[src/hw/adcseq_pkg.sv]
// Shared constants and types for the converter sequencer
package adcseq_pkg;
   // ==========================================================
   // Register offsets
   localparam logic [3:0] REG_CTRL = 4'h0;
   localparam logic [3:0] REG_RESULT = 4'h1;
   localparam logic [3:0] REG_ANCFG = 4'h2;
   localparam logic [3:0] REG_PORT = 4'h3;
   localparam logic [3:0] REG_FLAGS = 4'h4;
   // ==========================================================
   // Register fields and reset values
   localparam int CTRL_CLKSEL_LSB = 6;
   localparam int CTRL_CHAN_LSB = 3;
   localparam int CTRL_GO_BIT = 2;
   localparam int CTRL_ON_BIT = 0;
   localparam int FLAGS_DONE_BIT = 0;
   localparam int FLAGS_IRQEN_BIT = 1;
   localparam logic [7:0] CTRL_RESET = 8'h00;
   localparam logic [2:0] ANCFG_RESET = 3'h0;
   // ==========================================================
   // Clock select codes and the compare trigger mode
   localparam logic [1:0] CLK_DIV2 = 2'h0;
   localparam logic [1:0] CLK_DIV8 = 2'h1;
   localparam logic [1:0] CLK_DIV32 = 2'h2;
   localparam logic [1:0] CLK_RC = 2'h3;
   localparam logic [3:0] CMP_MODE_TRIGGER = 4'hB;
   // ==========================================================
   // Timing: prescaler limits in clocks, phase lengths in half bit periods, instruction cycle in ns
   localparam logic [4:0] HALF_DIV2 = 5'h00;
   localparam logic [4:0] HALF_DIV8 = 5'h03;
   localparam logic [4:0] HALF_DIV32 = 5'h0F;
   localparam logic [4:0] CONV_HALVES = 5'h13;
   localparam logic [4:0] RECOV_HALVES = 5'h04;
   localparam logic [4:0] FIRST_BIT_HALF = 5'h02;
   localparam int INSTR_CYCLE_NS = 400;
   localparam int CLK_PERIOD_NS = 100;
   localparam logic [2:0] INSTR_CYCLES = 3'((INSTR_CYCLE_NS + CLK_PERIOD_NS - 1) / CLK_PERIOD_NS);
   // ==========================================================
   // Types
   typedef enum logic [4:0] {
      ST_IDLE = 5'b00001,
      ST_ACQ = 5'b00010,
      ST_DELAY = 5'b00100,
      ST_CONV = 5'b01000,
      ST_RECOV = 5'b10000
   } adcseq_state_t;

   typedef struct packed {
      logic [3:0] addr;
      logic [7:0] wdata;
      logic wr;
      logic rd;
   } adcseq_bus_t;

   typedef struct packed {
      logic sample;
      logic power;
      logic [2:0] channel;
      logic [7:0] trial;
   } adcseq_analog_t;
endpackage : adcseq_pkg

[src/hw/adcseq_top.sv]
// Successive-approximation converter sequencer with register port
//
// Our own choices: the address map and the strobed register port.
`timescale 1ns/1ps

// Notes on behaviour
// - After completion the hold capacitor stays off the input for two bit periods.
// - A full conversion lasts nine and a half bit periods.
// - Clock select 00/01/10 give 2/8/32 oscillator periods; 11 picks the RC clock.
// - Port reads return zero on every pin set up as analog.
// - The selected channel is converted whatever its direction or digital setting.
// - Clearing go mid-conversion aborts it; the result register keeps its contents.
// - After an abort wait two bit periods, then acquire the selected channel.
// - Normal completion clears go and loads the eight-bit result.
// - Acquisition does not depend on the resolution the user keeps.
// - Bits converted after switching to a too-short period may be wrong.
// - With the RC clock, conversion starts one instruction cycle after go.
// - RC conversion done in sleep wakes if enabled, else powers down, on bit kept.
// - Sleep on an oscillator clock aborts and powers down, on bit kept.
// - Setting go while the converter is on and acquiring starts a conversion.
// - Completion also sets the done flag.
// - Reset turns the converter off and aborts; the result is not reset.
// - Compare trigger in mode 1011 sets go only while the converter is on.
module adcseq_top
   import adcseq_pkg::*;
(
   // Clock and reset
   input wire logic i_clk,
   input wire logic i_rst,
   // Register port
   input wire adcseq_bus_t i_bus,
   output logic [7:0] o_rdata,
   // Core and neighbouring units
   input wire logic i_sleep,
   input wire logic i_special_trigger,
   input wire logic [3:0] i_compare_mode_field,
   output logic o_wake,
   output logic o_conversion_done_flag,
   // Analog side
   input wire logic i_rc_conversion_clock,
   input wire logic i_comp_above,
   input wire logic [4:0] i_pin_level,
   output adcseq_analog_t o_analog
);

   // ==========================================================
   // Functions
   function automatic logic [4:0] half_limit(input logic [1:0] sel);
      logic [4:0] lim;
      lim = HALF_DIV2;
      if (sel == CLK_DIV8) begin
         lim = HALF_DIV8;
      end else if (sel == CLK_DIV32) begin
         lim = HALF_DIV32;
      end
      return lim;
   endfunction : half_limit

   // Pins ordered as channels 0..4; a set bit marks an analog pin
   function automatic logic [4:0] analog_mask(input logic [2:0] cfg);
      logic [4:0] m;
      m = 5'h1F;
      if (cfg == 3'h1 || cfg == 3'h3) begin
         m = 5'h17;
      end else if (cfg == 3'h4) begin
         m = 5'h0B;
      end else if (cfg == 3'h7) begin
         m = 5'h00;
      end
      return m;
   endfunction : analog_mask

   // ==========================================================
   // Registers and state
   logic [1:0] conv_clock_select;
   logic [2:0] input_channel_select;
   logic go;
   logic converter_on;
   logic [7:0] conversion_result;
   logic [2:0] port_analog_config;
   logic conversion_done_flag;
   logic conversion_irq_enable;
   logic powered_down;
   adcseq_state_t state;
   logic [4:0] presc;
   logic [4:0] halves;
   logic [2:0] delay_cnt;
   logic [7:0] sar;
   logic [7:0] trial;
   logic [2:0] bitpos;
   logic [1:0] rc_sync;
   logic rc_last;
   logic [1:0] cmp_sync;
   logic [9:0] pin_sync;
   logic rc_sel;
   logic half_tick;
   logic ctrl_wr;
   logic go_set_sw;
   logic go_clr_sw;
   logic trigger_ok;
   logic finish;
   logic abort;
   logic sleep_abort;

   assign rc_sel = (conv_clock_select == CLK_RC);
   assign ctrl_wr = i_bus.wr && (i_bus.addr == REG_CTRL);
   // Go only takes hold on a converter that was already on
   assign go_set_sw = ctrl_wr && i_bus.wdata[CTRL_GO_BIT] && converter_on;
   assign go_clr_sw = ctrl_wr && !i_bus.wdata[CTRL_GO_BIT];
   assign trigger_ok = i_special_trigger && converter_on
                       && (i_compare_mode_field == CMP_MODE_TRIGGER);
   assign finish = (state == ST_CONV) && half_tick && (halves == CONV_HALVES - 5'h01);
   assign sleep_abort = i_sleep && !rc_sel && (state == ST_CONV || state == ST_DELAY);
   assign abort = ((state == ST_CONV || state == ST_DELAY) && go_clr_sw) || sleep_abort;

   // ==========================================================
   // Synchronisers for the RC clock, comparator and pins
   always_ff @(posedge i_clk or posedge i_rst) begin
      if (i_rst) begin
         rc_sync <= 2'h0;
         rc_last <= 1'b0;
         cmp_sync <= 2'h0;
         pin_sync <= 10'h000;
      end else begin
         rc_sync <= {rc_sync[0], i_rc_conversion_clock};
         rc_last <= rc_sync[1];
         cmp_sync <= {cmp_sync[0], i_comp_above};
         pin_sync <= {pin_sync[4:0], i_pin_level};
      end
   end

   // ==========================================================
   // Half bit period strobe
   // Each RC edge is half a period, so both edges count
   always_ff @(posedge i_clk or posedge i_rst) begin
      if (i_rst) begin
         presc <= 5'h00;
      end else if (state == ST_ACQ || state == ST_IDLE || half_tick || abort) begin
         presc <= 5'h00;
      end else begin
         presc <= presc + 5'h01;
      end
   end

   always_comb begin
      if (rc_sel) begin
         half_tick = (rc_sync[1] != rc_last);
      end else begin
         half_tick = (presc >= half_limit(conv_clock_select));
      end
   end

   // ==========================================================
   // Sequencer
   always_ff @(posedge i_clk or posedge i_rst) begin
      if (i_rst) begin
         state <= ST_IDLE;
         halves <= 5'h00;
         delay_cnt <= 3'h0;
      end else if (!converter_on) begin
         state <= ST_IDLE;
      end else begin
         case (state)
            ST_IDLE: begin
               state <= ST_ACQ;
            end
            ST_ACQ: begin
               halves <= 5'h00;
               delay_cnt <= 3'h0;
               // Acquisition length is fixed only by when go is written or the compare trigger fires
               if (go_set_sw || trigger_ok) begin
                  state <= rc_sel ? ST_DELAY : ST_CONV;
               end
            end
            ST_DELAY: begin
               delay_cnt <= delay_cnt + 3'h1;
               if (abort) begin
                  state <= ST_RECOV;
               end else if (delay_cnt == INSTR_CYCLES - 3'h1) begin
                  state <= ST_CONV;
               end
            end
            ST_CONV: begin
               if (abort) begin
                  halves <= 5'h00;
                  state <= ST_RECOV;
               end else if (finish) begin
                  halves <= 5'h00;
                  state <= ST_RECOV;
               end else if (half_tick) begin
                  halves <= halves + 5'h01;
               end
            end
            ST_RECOV: begin
               if (half_tick) begin
                  halves <= halves + 5'h01;
                  if (halves == RECOV_HALVES - 5'h01) begin
                     state <= ST_ACQ;
                  end
               end
            end
            default: begin
               state <= ST_IDLE;
            end
         endcase
      end
   end

   // ==========================================================
   // Successive approximation: a bit is decided every full period
   always_ff @(posedge i_clk or posedge i_rst) begin
      if (i_rst) begin
         sar <= 8'h00;
         trial <= 8'h00;
         bitpos <= 3'h7;
      end else if (state != ST_CONV) begin
         sar <= 8'h00;
         trial <= 8'h80;
         bitpos <= 3'h7;
      end else if (half_tick && halves >= FIRST_BIT_HALF && !halves[0]) begin
         // Too-short periods here leave later bits unreliable
         sar[bitpos] <= cmp_sync[1];
         if (bitpos != 3'h0) begin
            trial[bitpos] <= cmp_sync[1];
            trial[bitpos - 3'h1] <= 1'b1;
            bitpos <= bitpos - 3'h1;
         end
      end
   end

   // ==========================================================
   // Control register
   always_ff @(posedge i_clk or posedge i_rst) begin
      if (i_rst) begin
         conv_clock_select <= CTRL_RESET[CTRL_CLKSEL_LSB +: 2];
         input_channel_select <= CTRL_RESET[CTRL_CHAN_LSB +: 3];
         converter_on <= CTRL_RESET[CTRL_ON_BIT];
      end else if (ctrl_wr) begin
         conv_clock_select <= i_bus.wdata[CTRL_CLKSEL_LSB +: 2];
         input_channel_select <= i_bus.wdata[CTRL_CHAN_LSB +: 3];
         converter_on <= i_bus.wdata[CTRL_ON_BIT];
      end
   end

   always_ff @(posedge i_clk or posedge i_rst) begin
      if (i_rst) begin
         go <= 1'b0;
      end else if (finish || sleep_abort || !converter_on) begin
         go <= 1'b0;
      end else if (go_set_sw || trigger_ok) begin
         go <= 1'b1;
      end else if (go_clr_sw) begin
         go <= 1'b0;
      end
   end

   // ==========================================================
   // Result, analog configuration, flags
   // Result has no reset so its prior value survives a reset
   always_ff @(posedge i_clk) begin
      if (finish) begin
         conversion_result <= {sar[7:1], cmp_sync[1]};
      end else if (i_bus.wr && i_bus.addr == REG_RESULT) begin
         conversion_result <= i_bus.wdata;
      end
   end

   always_ff @(posedge i_clk or posedge i_rst) begin
      if (i_rst) begin
         port_analog_config <= ANCFG_RESET;
      end else if (i_bus.wr && i_bus.addr == REG_ANCFG) begin
         port_analog_config <= i_bus.wdata[2:0];
      end
   end

   always_ff @(posedge i_clk or posedge i_rst) begin
      if (i_rst) begin
         conversion_done_flag <= 1'b0;
         conversion_irq_enable <= 1'b0;
      end else begin
         if (finish) begin
            conversion_done_flag <= 1'b1;
         end else if (i_bus.wr && i_bus.addr == REG_FLAGS) begin
            conversion_done_flag <= i_bus.wdata[FLAGS_DONE_BIT];
         end
         if (i_bus.wr && i_bus.addr == REG_FLAGS) begin
            conversion_irq_enable <= i_bus.wdata[FLAGS_IRQEN_BIT];
         end
      end
   end

   // ==========================================================
   // Sleep handling
   always_ff @(posedge i_clk or posedge i_rst) begin
      if (i_rst) begin
         powered_down <= 1'b0;
         o_wake <= 1'b0;
      end else begin
         o_wake <= finish && i_sleep && rc_sel && conversion_irq_enable;
         if (!i_sleep) begin
            powered_down <= 1'b0;
         end else if (sleep_abort) begin
            powered_down <= 1'b1;
         end else if (finish && rc_sel && !conversion_irq_enable) begin
            powered_down <= 1'b1;
         end
      end
   end

   // ==========================================================
   // Read port and analog outputs
   always_ff @(posedge i_clk or posedge i_rst) begin
      if (i_rst) begin
         o_rdata <= 8'h00;
      end else if (!i_bus.rd) begin
         o_rdata <= 8'h00;
      end else if (i_bus.addr == REG_CTRL) begin
         o_rdata <= {conv_clock_select, input_channel_select, go, 1'b0, converter_on};
      end else if (i_bus.addr == REG_RESULT) begin
         o_rdata <= conversion_result;
      end else if (i_bus.addr == REG_ANCFG) begin
         o_rdata <= {5'h00, port_analog_config};
      end else if (i_bus.addr == REG_PORT) begin
         o_rdata <= {3'h0, pin_sync[9:5] & ~analog_mask(port_analog_config)};
      end else if (i_bus.addr == REG_FLAGS) begin
         o_rdata <= {6'h00, conversion_irq_enable, conversion_done_flag};
      end else begin
         o_rdata <= 8'h00;
      end
   end

   // Channel mux ignores pin direction and analog setting
   always_ff @(posedge i_clk or posedge i_rst) begin
      if (i_rst) begin
         o_analog <= '0;
      end else begin
         o_analog.channel <= input_channel_select;
         o_analog.sample <= (state == ST_ACQ || state == ST_DELAY)
                            && converter_on && !powered_down;
         o_analog.power <= converter_on && !powered_down;
         o_analog.trial <= trial;
      end
   end

   assign o_conversion_done_flag = conversion_done_flag;

endmodule : adcseq_top

[config.mk]
export PLATFORM = sky130hd
export DESIGN_NAME = adcseq_top
export DESIGN_NICKNAME = d
export VERILOG_FILES = /design/src/hw/adcseq_pkg.sv /design/src/hw/adcseq_top.sv
export SDC_FILE = /design/constraint.sdc
export NUM_CORES = 1
export LEC_CHECK = 0
export BUFFER_PORTS_ARGS = -buffer_cell sky130_fd_sc_hd__buf_2
export CORE_MARGIN = 2
export CORE_UTILIZATION = 47
export DETAILED_ROUTE_END_ITERATION = 8
export MAX_ROUTING_LAYER = met4
export PLACE_DENSITY = 0.66
export SLEW_MARGIN = 0
export SYNTH_ARGS = -nofsm -noshare
export SYNTH_HDL_FRONTEND = slang
export SYNTH_SLANG_ARGS = --single-unit
[constraint.sdc]
create_clock -name i_clk -period 3.37 [get_ports i_clk]
set_input_delay 0.337 -clock i_clk [delete_from_list [all_inputs] [get_ports i_clk]]
set_output_delay 0.337 -clock i_clk [all_outputs]
set_load 0.01 [all_outputs]
==> flow_summary.yaml <==
critical_path:
  arrival_ps: 2940
  crit_buf_inv: 1
  critical_path_required_ps: 3620
  worstSetupPathType: "register to register"
  startpoint: "conv_clock_select[0]"
  crit_chain: "inv_1 > ha_1 > ha_1 > nand2_1 > o211ai_2 > nand4_2 > a21oi_1 > nor2_1"
  rrSetupSlack_ps: 680
  crit_top_cell: "ha_1"
  rr_worst_depth: 8
  critical-path-top-delay-family: "compound AO/OA/AOI/OAI gates"
  slowest_stage: "nand4_2"
  rr_startpoint: "conv_clock_select[0]"
  slowest_delay_ps: 540
  critPathCaptureType: "register"
  r2r_end: "halves[2]"
  critPathMaxFanout: 16
  cp-start-kind: "register"
synthesis:
  async_reset_ff_frac: 0.915
  netlist-cell-type-count: 72
  syn_avg_cell_area_um2: 11.1
  synth_area_leader_cell: "dfrtp_1"
  synth_top_area_share: 0.453
  synth_edf_count: 8
  synth_ff_type: "dfrtp_1"
  syn_inst: 407
  syn-cell-area_um2: 4530
  synth-seq-cells: 94
  synth-seq-area-share: 0.529
  yosys-top-cells-area: "dfrtp_1 (45%), edfxtp_1 (5.3%), ha_1 (3.6%)"
  syn_nets: 449
  yosysWarningCount: 0
power:
  pwr-share-clk: 0.244
  power.total_uw: 2760
  cell_internal_pwr_uw: 1800
  cellLeakagePower_uw: 0.00233
  p_per_area_nw_per_um2: 545
  seqPwrFrac: 0.495
  p_switching_uw: 958
  switching_share: 0.347
  ir_drop_uv: 284
  combPwrFrac: 0.260
cts:
  cts_setup_buffers: 0
  cts-buffers-inserted: 9
  cts_tree: "yes"
  root_buffer: "clkbuf_8"
  path_clk_slew_ps: 100
  cts.sinks: 94
  clkLatencyLatePin_ps: 370
  post_cts_resized: 0
  clockBufferDepth: 2
  htreeDepth: 3
  ctsHoldBuffers: 0
die:
  io-pin-count: 52
  core_um2: 9280
  die_h_um: 102
  start_util: 0.488
  die_w_um: 102
  rows: 35
  die_area_um2: 10400
timing:
  layout_worst_path_cycle_share: 0.798
  layout_min_cycle_time_ps: 2690
  tns_ps: 0
  max_freq_ghz: 0.372
  drv_slew: 0
  hold_violations: 0
  worstMarginPinSlew_ps: 601
  slew_headroom: 0.598
  rsz0062_at_grt: "no"
  skew_ps: 13.1
  hold_slack_ps: 58.9
  setup-violations-final: 0
layout:
  nets: 496
  drive_above_1_share: 0.237
  fin_util: 0.545
  area_growth_pct: 11.6
  diodes: 0
  final_cell_count_no_fill: 588
place:
  dp.cells: 572
  dp_hpwl_um: 6560
  io_buffers: 51
  gp_congestion: 0.848
run:
  max_cap_violations: 0
global_route:
  grt_pass1_wl_um: 15300
  antenna_found_initial: 0
  grt_pass1_vias: 3106
  gr-total-overflow: 0
  grt_max_degree: 87
  track_usage: 0.201
drt:
  ant_nets: 0
  wire_per_inst_um: 16.2
  routed_wl_um: 9540
  vias: 3232
  drt_pass1_iterations: 4
  viasPerCell: 5.50
  drtIter0Drc: 174
  drc: 0
run_status:
  outcome: "completed"
hold_path:
  holdCritPathClass: "input port to asynchronous set/reset pin"
-- area by class of cell --
class,count,area [µm²]
multi-input combinational,280,1980
timing repair buffer,54,290
inverter,15,57.6
tap,129,161
clock inverter,7,51.3
fill,815,4220
sequential,94,2400
clock buffer,9,124
-- worst max path at each step --
stage                     depth (start not counted)                    to
after detailed placement                          8             halves[2]
after CTS                                         8             halves[2]
final                                             8             halves[2]
after floorplan                                   1           cmp_sync[0]
after global placement                            8  conversion_result[7]
after global routing                              8  conversion_result[5]
-- cells by family after synthesis --
| kind of cell | synth area share |
|---|---|
| AO/OA/AOI/OAI | 0.129 |
| XOR/XNOR | 0.0290 |
| adder cells (fa/ha/maj) | 0.0359 |
| buffers and inverters | 0.0348 |
| flip-flops | 0.529 |
| multiplexers | 0.0685 |
| AND/OR/NAND/NOR | 0.174 |
-- cells in the mapped netlist, types with 4 or more instances --
cell,count
nand2b_1,4
a21oi_1,13
nand3_1,15
xor2_1,7
o22ai_1,4
nor3_1,8
o31ai_1,7
a31oi_1,4
dfrtp_1,82
mux2_4,5
o21ai_0,17
nor2_1,39
edfxtp_1,8
buf_2,6
a211oi_1,5
nor2b_1,8
nand2_1,28
ha_1,13
and3_1,8
dfstp_2,4
inv_1,14
mux2i_1,10
mux2_2,12
nand4_1,5
xnor2_1,8
clkbuf_1,7
o211ai_1,6
-- sequential cells by signal (all words and copies together), names as in the netlist, 7 cells and up --
name,count
pin_sync,10
o_rdata,8
o_analog,13
trial,8
conversion_result,8
sar,7
-- layout by cell type (no fill, tap or decap), types with 8 or more instances in the layout --
cell type and n:
inv_1 13, dfrtp_1 82, o21ai_0 17, mux2i_1 10
ha_1 13, and3_1 8, buf_2 51, nand3_1 15
nor3_1 8, mux2_2 12, nand2_1 28, edfxtp_1 8
clkbuf_8 9, nor2_1 39, nor2b_1 8, xnor2_1 8
a21oi_1 13
-- tightest hold or removal path: stages --
cell	delay [ps]
buf_2	100
clkinv_2	50
buf_12	370
-- power groups by stage --
stage / Combinational (µW) / Sequential, µW / Clock (µW)
5_1_grt: 808 / 1390 / 751
2_1_floorplan: 591 / 1330 / 0
3_5_place_dp: 717 / 1390 / 0
4_1_cts: 720 / 1360 / 698
6_report: 718 / 1370 / 674
3_3_place_gp: 702 / 1380 / 0
-- metrics by stage --
stage,instance area [µm²],setup slack (ps)
floorplan,4530,818
global placement,4880,779
detailed placement,4880,667
CTS,5060,666
global route,5060,450
finish,5060,682
-- layer usage --
metal / vias up / routed length, µm / global-route usage
li1: 1574 / - / -
met1: 1552 / 4430 / 0.262
met2: 87 / 4490 / 0.296
met3: 19 / 450 / 0.0602
met4: 0 / 165 / 0.0769
met5: - / 0 / -
(Power assumes the default switching activity.)
